===== src/hs_irq_pkg.sv =====
// Constants and carrier types for the switch select and interrupt mask bank.
package hs_irq_pkg;

  localparam logic [6:0]  HS_SELECT_ADDR  = 7'h08;
  localparam logic [6:0]  IRQ_MASK_ADDR   = 7'h09;
  localparam logic [11:0] HS_SELECT_RESET = 12'h000;
  localparam logic [8:0]  IRQ_MASK_POR    = 9'h140;

  localparam int NUM_SWITCHES = 3;
  localparam int FIELD_W      = 4;
  localparam int REPEAT_BIT   = 8;
  localparam int WD_OFF_BIT   = 7;
  localparam int WD_IRQ_BIT   = 6;
  localparam int CRC_IRQ_BIT  = 5;
  localparam int GROUP_MSB    = 4;

  localparam logic [3:0] CODE_OFF    = 4'h0;
  localparam logic [3:0] CODE_ON     = 4'h1;
  localparam logic [3:0] CODE_TIMER_ONE_DRIVE = 4'h2;
  localparam logic [3:0] CODE_TIMER_TWO_DRIVE = 4'h3;
  localparam logic [1:0] CODE_PWM_HI = 2'h1;
  localparam logic [3:0] CODE_WAKE   = 4'h8;

  localparam int CLK_PERIOD_NS = 4;
  localparam int PULSE_LOW_NS  = 100;
  localparam int PULSE_GAP_NS  = 100;
  localparam int REPEAT_NS     = 10000;
  localparam int PULSE_LOW_CYCLES =
    (PULSE_LOW_NS + CLK_PERIOD_NS - 1) / CLK_PERIOD_NS;
  localparam int PULSE_GAP_CYCLES =
    (PULSE_GAP_NS + CLK_PERIOD_NS - 1) / CLK_PERIOD_NS;
  localparam int REPEAT_CYCLES = REPEAT_NS / CLK_PERIOD_NS;

  typedef struct packed {
    logic [4:0] group;
    logic       spi_crc_fail;
    logic       wd_fail;
  } irq_events_s;

  typedef struct packed {
    logic [2:0]      valid;
    logic [2:0][3:0] value;
  } hw_select_s;

endpackage : hs_irq_pkg


===== src/irq_pulse_gen.sv =====
// Low-active pulse generator with a queue of one for back-to-back events.
`timescale 1ns/1ps
`default_nettype none
module irq_pulse_gen
  import hs_irq_pkg::*;
#(
  parameter int LOW_CYCLES = 25,
  parameter int GAP_CYCLES = 25
) (
  input  wire logic clk_in,
  input  wire logic rst_in,
  input  wire logic trigger_in,
  output var  logic pulse_n_out
);

  typedef enum logic [1:0] {IDLE, LOW, GAP} pulse_state_e;

  pulse_state_e state;
  logic [7:0]   count;
  logic         queued;

  wire logic low_done = count == 8'(LOW_CYCLES - 1);
  wire logic gap_done = count == 8'(GAP_CYCLES - 1);

  // An event that lands while a pulse or its gap is running is queued, but the queue holds one,
  // so several events in that window share a single following falling edge.
  always_ff @(posedge clk_in) begin
    if (rst_in) begin
      state       <= IDLE;
      count       <= 8'h00;
      queued      <= 1'b0;
      pulse_n_out <= 1'b1;
    end else begin
      count <= count + 8'h01;
      case (state)
        IDLE: begin
          count <= 8'h00;
          if (trigger_in) begin
            state       <= LOW;
            pulse_n_out <= 1'b0;
          end
        end
        LOW: begin
          queued <= queued | trigger_in;
          if (low_done) begin
            state       <= GAP;
            count       <= 8'h00;
            pulse_n_out <= 1'b1;
          end
        end
        GAP: begin
          queued <= queued | trigger_in;
          if (gap_done) begin
            count <= 8'h00;
            if (queued || trigger_in) begin
              state       <= LOW;
              queued      <= 1'b0;
              pulse_n_out <= 1'b0;
            end else begin
              state <= IDLE;
            end
          end
        end
        default: begin
          state       <= IDLE;
          pulse_n_out <= 1'b1;
        end
      endcase
    end
  end

endmodule : irq_pulse_gen
`default_nettype wire


===== src/high_side_select_and_irq_mask.sv =====
// Switch source select and interrupt mask registers with their output logic.
`timescale 1ns/1ps
`default_nettype none
module high_side_select_and_irq_mask
  import hs_irq_pkg::*;
(
  input  wire logic        clk_in,
  input  wire logic        rst_in,
  input  wire logic        restart_in,
  input  wire logic        reg_write_in,
  input  wire logic        reg_read_in,
  input  wire logic [6:0]  reg_addr_in,
  input  wire logic [15:0] reg_wdata_in,
  output var  logic [15:0] reg_rdata_out,
  input  wire hw_select_s  hw_select_in,
  input  wire logic        timer_one_drive_in,
  input  wire logic        timer_two_drive_in,
  input  wire logic [3:0]  internal_pwm_in,
  input  wire logic        wake_sync_input_in,
  output var  logic [2:0]  switch_drive_out,
  input  wire irq_events_s irq_events_in,
  input  wire logic        irq_pending_in,
  input  wire logic        devmode_in,
  output var  logic        watchdog_enable_out,
  output var  logic        interrupt_out_n
);

  logic [2:0][3:0] switch_select;
  logic [8:0]      irq_mask;
  logic            irq_request;
  logic [11:0]     repeat_count;

  wire logic hs_hit   = reg_addr_in == HS_SELECT_ADDR;
  wire logic mask_hit = reg_addr_in == IRQ_MASK_ADDR;
  wire logic hs_write   = reg_write_in && hs_hit;
  wire logic mask_write = reg_write_in && mask_hit;

  wire logic periodic_irq_repeat       = irq_mask[REPEAT_BIT];
  wire logic devmode_watchdog_off      = irq_mask[WD_OFF_BIT];
  wire logic devmode_watchdog_fail_irq = irq_mask[WD_IRQ_BIT];
  wire logic spi_crc_fail_irq          = irq_mask[CRC_IRQ_BIT];

  wire logic [4:0] group_hits = irq_events_in.group & irq_mask[GROUP_MSB:0];
  wire logic wd_hit  = irq_events_in.wd_fail && devmode_in &&
                       devmode_watchdog_fail_irq;
  wire logic crc_hit = irq_events_in.spi_crc_fail && spi_crc_fail_irq;
  wire logic repeat_run  = periodic_irq_repeat && irq_pending_in;
  wire logic repeat_fire = repeat_run &&
                           repeat_count == 12'(REPEAT_CYCLES - 1);
  // Events are taken as pulses, not status levels, so a status bit that was
  // already set never hides a fresh event.
  wire logic next_irq_request = (|group_hits) || wd_hit || crc_hit ||
                                repeat_fire;

  wire logic [15:0] next_rdata =
    hs_hit   ? {4'h0, switch_select} :
    mask_hit ? {7'h00, irq_mask} : 16'h0000;

  // Switch fields: restart clears, hardware update wins over a host write.
  wire logic [2:0] next_drive;

  genvar i;
  generate
    for (i = 0; i < NUM_SWITCHES; i++) begin : g_switch
      wire logic [3:0] code = switch_select[i];
      // Codes 01xx pick the internal high-side PWM generators only.
      wire logic pwm_pick = code[3:2] == CODE_PWM_HI;
      assign next_drive[i] =
        code == CODE_ON     ? 1'b1 :
        code == CODE_TIMER_ONE_DRIVE ? timer_one_drive_in :
        code == CODE_TIMER_TWO_DRIVE ? timer_two_drive_in :
        pwm_pick            ? internal_pwm_in[code[1:0]] :
        code == CODE_WAKE   ? wake_sync_input_in : 1'b0;
    end
  endgenerate

  // One process owns all three fields, so no bit has a second writer.
  always_ff @(posedge clk_in) begin
    if (rst_in || restart_in) begin
      switch_select    <= HS_SELECT_RESET;
      switch_drive_out <= 3'h0;
    end else begin
      switch_drive_out <= next_drive;
      for (int j = 0; j < NUM_SWITCHES; j++) begin
        if (hw_select_in.valid[j]) begin
          switch_select[j] <= hw_select_in.value[j];
        end else if (hs_write) begin
          switch_select[j] <= reg_wdata_in[j*FIELD_W +: FIELD_W];
        end
      end
    end
  end

  // Restart keeps the mask; only the reserved bits, never stored, clear.
  always_ff @(posedge clk_in) begin
    if (rst_in) begin
      irq_mask <= IRQ_MASK_POR;
    end else if (mask_write) begin
      irq_mask <= reg_wdata_in[8:0];
    end
  end

  always_ff @(posedge clk_in) begin
    if (rst_in) begin
      reg_rdata_out <= 16'h0000;
    end else if (reg_read_in) begin
      reg_rdata_out <= next_rdata;
    end
  end

  always_ff @(posedge clk_in) begin
    if (rst_in) begin
      repeat_count <= 12'h000;
    end else if (!repeat_run || repeat_fire) begin
      repeat_count <= 12'h000;
    end else begin
      repeat_count <= repeat_count + 12'h001;
    end
  end

  always_ff @(posedge clk_in) begin
    if (rst_in) begin
      irq_request         <= 1'b0;
      watchdog_enable_out <= 1'b1;
    end else begin
      irq_request         <= next_irq_request;
      watchdog_enable_out <= !(devmode_in && devmode_watchdog_off);
    end
  end

  irq_pulse_gen #(
    .LOW_CYCLES (PULSE_LOW_CYCLES),
    .GAP_CYCLES (PULSE_GAP_CYCLES)
  ) u_pulse (
    .clk_in      (clk_in),
    .rst_in      (rst_in),
    .trigger_in  (irq_request),
    .pulse_n_out (interrupt_out_n)
  );
endmodule : high_side_select_and_irq_mask
`default_nettype wire


===== config.mk =====
export PLATFORM = sky130hd
export DESIGN_NAME = high_side_select_and_irq_mask
export DESIGN_NICKNAME = d
export VERILOG_FILES = /design/src/hs_irq_pkg.sv /design/src/irq_pulse_gen.sv /design/src/high_side_select_and_irq_mask.sv
export SDC_FILE = /design/constraint.sdc
export NUM_CORES = 1
export LEC_CHECK = 0
export ABC_AREA = 1
export BUFFER_PORTS_ARGS = -buffer_cell sky130_fd_sc_hd__buf_2
export CAP_MARGIN = 20
export CORE_ASPECT_RATIO = 0.8
export CORE_MARGIN = 2
export CORE_UTILIZATION = 30
export CTS_CLUSTER_SIZE = 24
export DETAILED_ROUTE_END_ITERATION = 10
export MAX_ROUTING_LAYER = met4
export SLEW_MARGIN = 20
export SYNTH_ARGS = -nofsm -noshare
export SYNTH_HDL_FRONTEND = slang
export SYNTH_SLANG_ARGS = --single-unit

===== constraint.sdc =====
create_clock -name clk_in -period 1.7 [get_ports clk_in]
set_clock_uncertainty 0.15 [all_clocks]
set_input_delay 0.425 -clock clk_in [delete_from_list [all_inputs] [get_ports clk_in]]
set_output_delay 0.425 -clock clk_in [all_outputs]
set_load 0.03 [all_outputs]

* Word level (Yosys, flattened, before mapping) *
Cells that the tools add are included.

word-level totals
  register bits after elaboration = 66
  latch bits = 0
  memory bits (writable) = 0
  memory bits (read-only) = 0
  bits of input ports = 59
  output and inout port bits = 21
  word-level logic and storage cells = 115
  memories kept = 0

operators by class
  add/sub/neg operators = 2
  multiply operators = 0
  divide/modulo/power cells = 0
  order comparisons = 3
  equality and inequality tests = 25
  shifts and indexed selects = 0
  muxes and demuxes = 44
  bitwise gates (word level) = 2
  reductions and logical operators = 26

operators with widths
  cell                                                                     count
  1-bit two-way mux                                                        25
  4-bit by 2-bit == test with 1-bit output, second input constant          6
  4-bit two-way mux                                                        6
  8-bit case mux with 2 select lines                                       1
  7-bit by 4-bit == test with 1-bit output, second input constant          2
  12-bit by 1-bit adder with 12-bit output, second input constant          1
  12-bit == test, second input constant                                    1
  4-bit by 1-bit == test with 1-bit output, second input constant          3
  4-bit == test, second input constant                                     3
  12-bit two-way mux                                                       1
  2-bit by 3-bit < comparator with 1-bit output, second input constant     3
  9-bit two-way mux                                                        1
  8-bit by 1-bit adder with 8-bit output, second input constant            1
  2-bit by 1-bit == test with 1-bit output, second input constant          4
  8-bit by 5-bit == test with 1-bit output, second input constant          1
  1-bit logical AND                                                        8
  8-bit two-way mux                                                        1
  2-bit nonzero test                                                       4
  1-bit binary-select mux with 2-bit select                                3
  1-bit logical OR                                                         6
  2-bit two-way mux                                                        3
  2-bit by 1-bit inequality test with 1-bit output, second input constant  3
  2-bit case mux with 3 select lines                                       1
  5-bit AND                                                                1
  11 further kinds                                                         13

* Longest topological paths before layout *
  depth in word-level cells = 6
  depth in mapped cells = 10
  depth with buffers taken out = 10

* Hierarchy *
A second synthesis with hierarchy kept.

second synthesis, totals
  cells, all modules = 514
  area, all modules = 3333.2 um^2

modules (own cells, without submodules)
  module                         instances  cells an instance  area an instance (um^2)  seq. area each (um^2)
  high_side_select_and_irq_mask  1          427                2660.1                   1001.0
  irq_pulse_gen                  1          87                 673.1                    240.2

* Worst setup path after synthesis *
OpenSTA, ideal clock, no wires.

  path kind = reg-to-reg
  start point = register u_pulse.state[0]
  end point = register u_pulse.pulse_n_out
  setup time = 0.119 ns
  arrival = 1.254 ns
  data required time = 1.431 ns
  path slack = 0.177 ns
  cell stages (with the launch flop) = 8
  buffers on the path = 0
  clock period less this slack = 1.523 ns
  cell sequence = dfxtp_1 inv_1 ha_1 or2_2 nand2_1 nand2_1 o21ai_0 nand2_1

on the way
  longest elaborated chain between the ends = 3
  elaborated cells between the ends (all ways) = 9
  those cells by class = eq/ne (6); mux (1); reduce/logical (2)

ends and longest elaborated chain
  element                                                                                                            line                 source
  from (decl)                                                                                                        irq_pulse_gen.sv:18  pulse_state_e state;
  from (signal assigned)                                                                                             irq_pulse_gen.sv:29  state <= IDLE;
  from (signal assigned)                                                                                             irq_pulse_gen.sv:39  state <= LOW;
  from (signal assigned)                                                                                             irq_pulse_gen.sv:46  state <= GAP;
  2-bit == test (tied with other cells)                                                                              irq_pulse_gen.sv:35  case (state)
  2-bit by 1-bit inequality test with 1-bit output (no source line) / 2-bit inequality test (equally long branches)  n/a
  4-bit AND reduction (no source line)                                                                               n/a
  to (signal assigned)                                                                                               irq_pulse_gen.sv:32  pulse_n_out <= 1'b1;
  to (signal assigned)                                                                                               irq_pulse_gen.sv:40  pulse_n_out <= 1'b0;
  to (signal assigned)                                                                                               irq_pulse_gen.sv:48  pulse_n_out <= 1'b1;
  to (decl)                                                                                                          irq_pulse_gen.sv:13  output var logic pulse_n_out

Several ways; a longest one is shown, not always the timed one.
A chain may end at the register's enable or synchronous reset.

* Final worst setup path *
Ends and elaborated chain as after synthesis.

==> flow_metrics.env <==
export IMPL_gp_congestion=0.881
export IMPL_syn_area_per_cell_um2=6.74
export IMPL_num_fill_cells=1063
export IMPL_final_period_utilization=0.922
export IMPL_rows=33
export IMPL_grt_pass1_wl_um=13500
export IMPL_io_buffers=71
export IMPL_grt_overflow=0
export IMPL_vias_per_cell=4.55
export IMPL_mostFrequentLayoutCell="nand2_1"
export IMPL_grt_max_degree=25
export IMPL_critPathKind="flip-flop to flip-flop"
export IMPL_r2r_end="u_pulse.pulse_n_out"
export IMPL_slew_viol_final=0
export IMPL_wl_per_cell_um=11.8
export IMPL_grt_usage=0.148
export IMPL_synth_area_mux_share=0.00309
export IMPL_setup_tns_ns=0
export IMPL_min_path_type="input pin to flip-flop"
export IMPL_ys_dominant_reg_cell="dfxtp_1"
export IMPL_antenna_cells=0
export IMPL_placed_area_um2=3730
export IMPL_clockBufferDepth=2
export IMPL_rrSetupSlack_ns=0.13
export IMPL_grt_pass1_vias=2908
export IMPL_crit_path_end_kind="flip-flop"
export IMPL_hold_ws_ns=0.183
export IMPL_maxCapViolCount=0
export IMPL_drt_iter0_markers=186
export IMPL_synth_fa_ha_area_frac=0.0271
export IMPL_clk_pin_slew_worst_paths_ns=0.05
export IMPL_antenna_found_initial=0
export IMPL_cts_sinks=62
export IMPL_r2r_start="u_pulse.state[0]"
export IMPL_crit_path_end="u_pulse.pulse_n_out"
export IMPL_worstSetupStartpoint="u_pulse.state[0]"
export IMPL_dr_pass1_iters=8
export IMPL_post_place_cells=683
export IMPL_reg2reg_depth=7
export IMPL_pwr_density_cell_nw_per_um2=966
export IMPL_max_freq_ghz=0.638
export IMPL_num_io_pins=80
export IMPL_finalSetupViolations=0
export IMPL_worstSkewPairLatency_ns=0.32
export IMPL_critPathMaxFanout=4
export IMPL_ant_nets=0
export IMPL_synth_simple_area_share=0.377
export IMPL_die_area_um2=11600
export IMPL_hold_violations=0
export IMPL_syn_to_final_growth_pct=23.4
export IMPL_synth_distinct_cells=36
export IMPL_cts_tree="done"
export IMPL_initial_core_util=0.312
export IMPL_htreeDepth=3
export IMPL_rsz0062_at_grt="false"
export IMPL_syn_inst=480
export IMPL_status="finished, final reports clean"
export IMPL_numCtsBuffers=9
export IMPL_dieHeight_um=96.9
export IMPL_fp_dieW_um=120
export IMPL_peakVddDrop_mv=0.510
export IMPL_final_cell_mix="128 x nand2_1, 71 x buf_2, 66 x nor2_1"
export IMPL_critPathLaunchType="flip-flop"
export IMPL_vias=3168
export IMPL_yosys_warnings=0
export IMPL_postSynth_asyncResetShare=0
export IMPL_power_mw=3.85
export IMPL_dpl_hpwl_um=6530
export IMPL_synth_top_family_by_area="simple AND/OR/NAND/NOR gates"
export IMPL_fin_cells=697
export IMPL_yosysSeqAreaShare=0.384
export IMPL_synthXorXnorAreaFrac=0.0271
export IMPL_drc=0
export IMPL_core_um2=10400
export IMPL_synth_area_um2=3240
export IMPL_cp_required_ns=1.76
export IMPL_synth_edff_count=0
export IMPL_leakage_nw=1.82
export IMPL_layout_drive_gt1_share=0.199
export IMPL_period_minus_slack_ns=1.57
export IMPL_synth_seq_cells=62
export IMPL_final_area_um2=3990
export IMPL_fin_nets=620
export IMPL_synth_compound_area_frac=0.0847
export IMPL_cts_root_buf="clkbuf_16"
export IMPL_critPathArrivalTime_ns=1.63
export IMPL_routed_wl_um=8260
-- worst max-delay path, stage by stage, from the launching register on --
cell and delay, ns:
dfxtp_1 0.35, inv_1 0.09, ha_1 0.23, or2_2 0.29, nand2_2 0.10, nand2_2 0.08
o21ai_1 0.12, nand2_1 0.05
-- through the flow --
| stage | setup WS [ns] | util |
|---|---|---|
| floorplan | 0.177 | - |
| global placement | 0.0521 | 0.360 |
| detailed placement | 0.0411 | 0.360 |
| CTS | 0.0527 | 0.384 |
| global route | 0.00930 | 0.385 |
| finish | 0.133 | 0.385 |
-- synthesized netlist by cell type, types with 2 or more instances --
| cell | n | share of area |
|---|---|---|
| nor2_2 | 3 | 0.0058 |
| xor2_1 | 9 | 0.024 |
| nand2_2 | 2 | 0.0039 |
| nand2_4 | 2 | 0.0070 |
| buf_2 | 3 | 0.0046 |
| a21oi_1 | 28 | 0.043 |
| nand2_1 | 131 | 0.15 |
| nand4_1 | 14 | 0.027 |
| nor3_1 | 5 | 0.0077 |
| inv_1 | 51 | 0.059 |
| o21ai_0 | 16 | 0.025 |
| dfxtp_1 | 62 | 0.38 |
| a22o_1 | 2 | 0.0054 |
| nand3_1 | 44 | 0.068 |
| o21ai_1 | 2 | 0.0031 |
| nor2_1 | 66 | 0.077 |
| clkbuf_1 | 6 | 0.0070 |
| inv_2 | 2 | 0.0023 |
| or2_2 | 3 | 0.0058 |
| ha_1 | 7 | 0.027 |
| buf_6 | 3 | 0.010 |
| buf_4 | 5 | 0.012 |
-- report_power, final --
group          total [mW]  internal, mW  switching [mW]
sequential           1.60          1.54          0.0608
combinational       0.674         0.255           0.419
clock                1.58          1.00           0.580
-- flip-flops by register name, indices dropped and copies added, names as in the netlist --
signal,flops
g_switch.code,12
watchdog_enable_out,1
u_pulse.state,2
reg_rdata_out,12
switch_drive_out,3
irq_request,1
u_pulse.count,8
repeat_count,12
irq_mask,9
u_pulse.pulse_n_out,1
u_pulse.queued,1
-- cell type report --
type                    count  area, um^2  area share
well taps                 140         175      0.0439
flip-flops and latches     62        1240       0.311
clock buffers              12         246      0.0618
repair buffers             77         413       0.103
inverters                  54         203      0.0508
multi-input cells         350        1700       0.426
clock inverters             2        10.0     0.00251
-- how the worst min path moves through the flow --
stage,end,from,slack [ns],cells after the start
global placement,repeat_count[0],repeat_count[0],0.28,1
global route,watchdog_enable_out,devmode_in,0.19,2
CTS,watchdog_enable_out,devmode_in,0.18,2
floorplan,watchdog_enable_out,irq_mask[7],0.25,1
finish,watchdog_enable_out,devmode_in,0.18,2
detailed placement,repeat_count[0],repeat_count[0],0.30,1
-- cell families (layout without fill, tap and decap cells) --
family / count (synthesis) / after routing
other: 1 / 4
buffers and inverters: 71 / 145
and+or+nand+nor: 277 / 277
adders and majority gates: 7 / 7
xor gates and xnor gates: 10 / 10
muxes: 1 / 1
AOI/OAI and AO/OA: 51 / 51
DFF: 62 / 62
-- routing by layer --
metal  routed length, um  GRT usage
met5                   0          -
met4                 156     0.0498
met3                 430     0.0307
met2                3450      0.216
met1                4220      0.204
-- repair_timing --
item,in CTS,in global routing
hold buffers,0,0
gates resized for setup,0,5
setup endpoints to repair,0,14
setup buffers,0,0
Power figures use the tool's default switching activity.
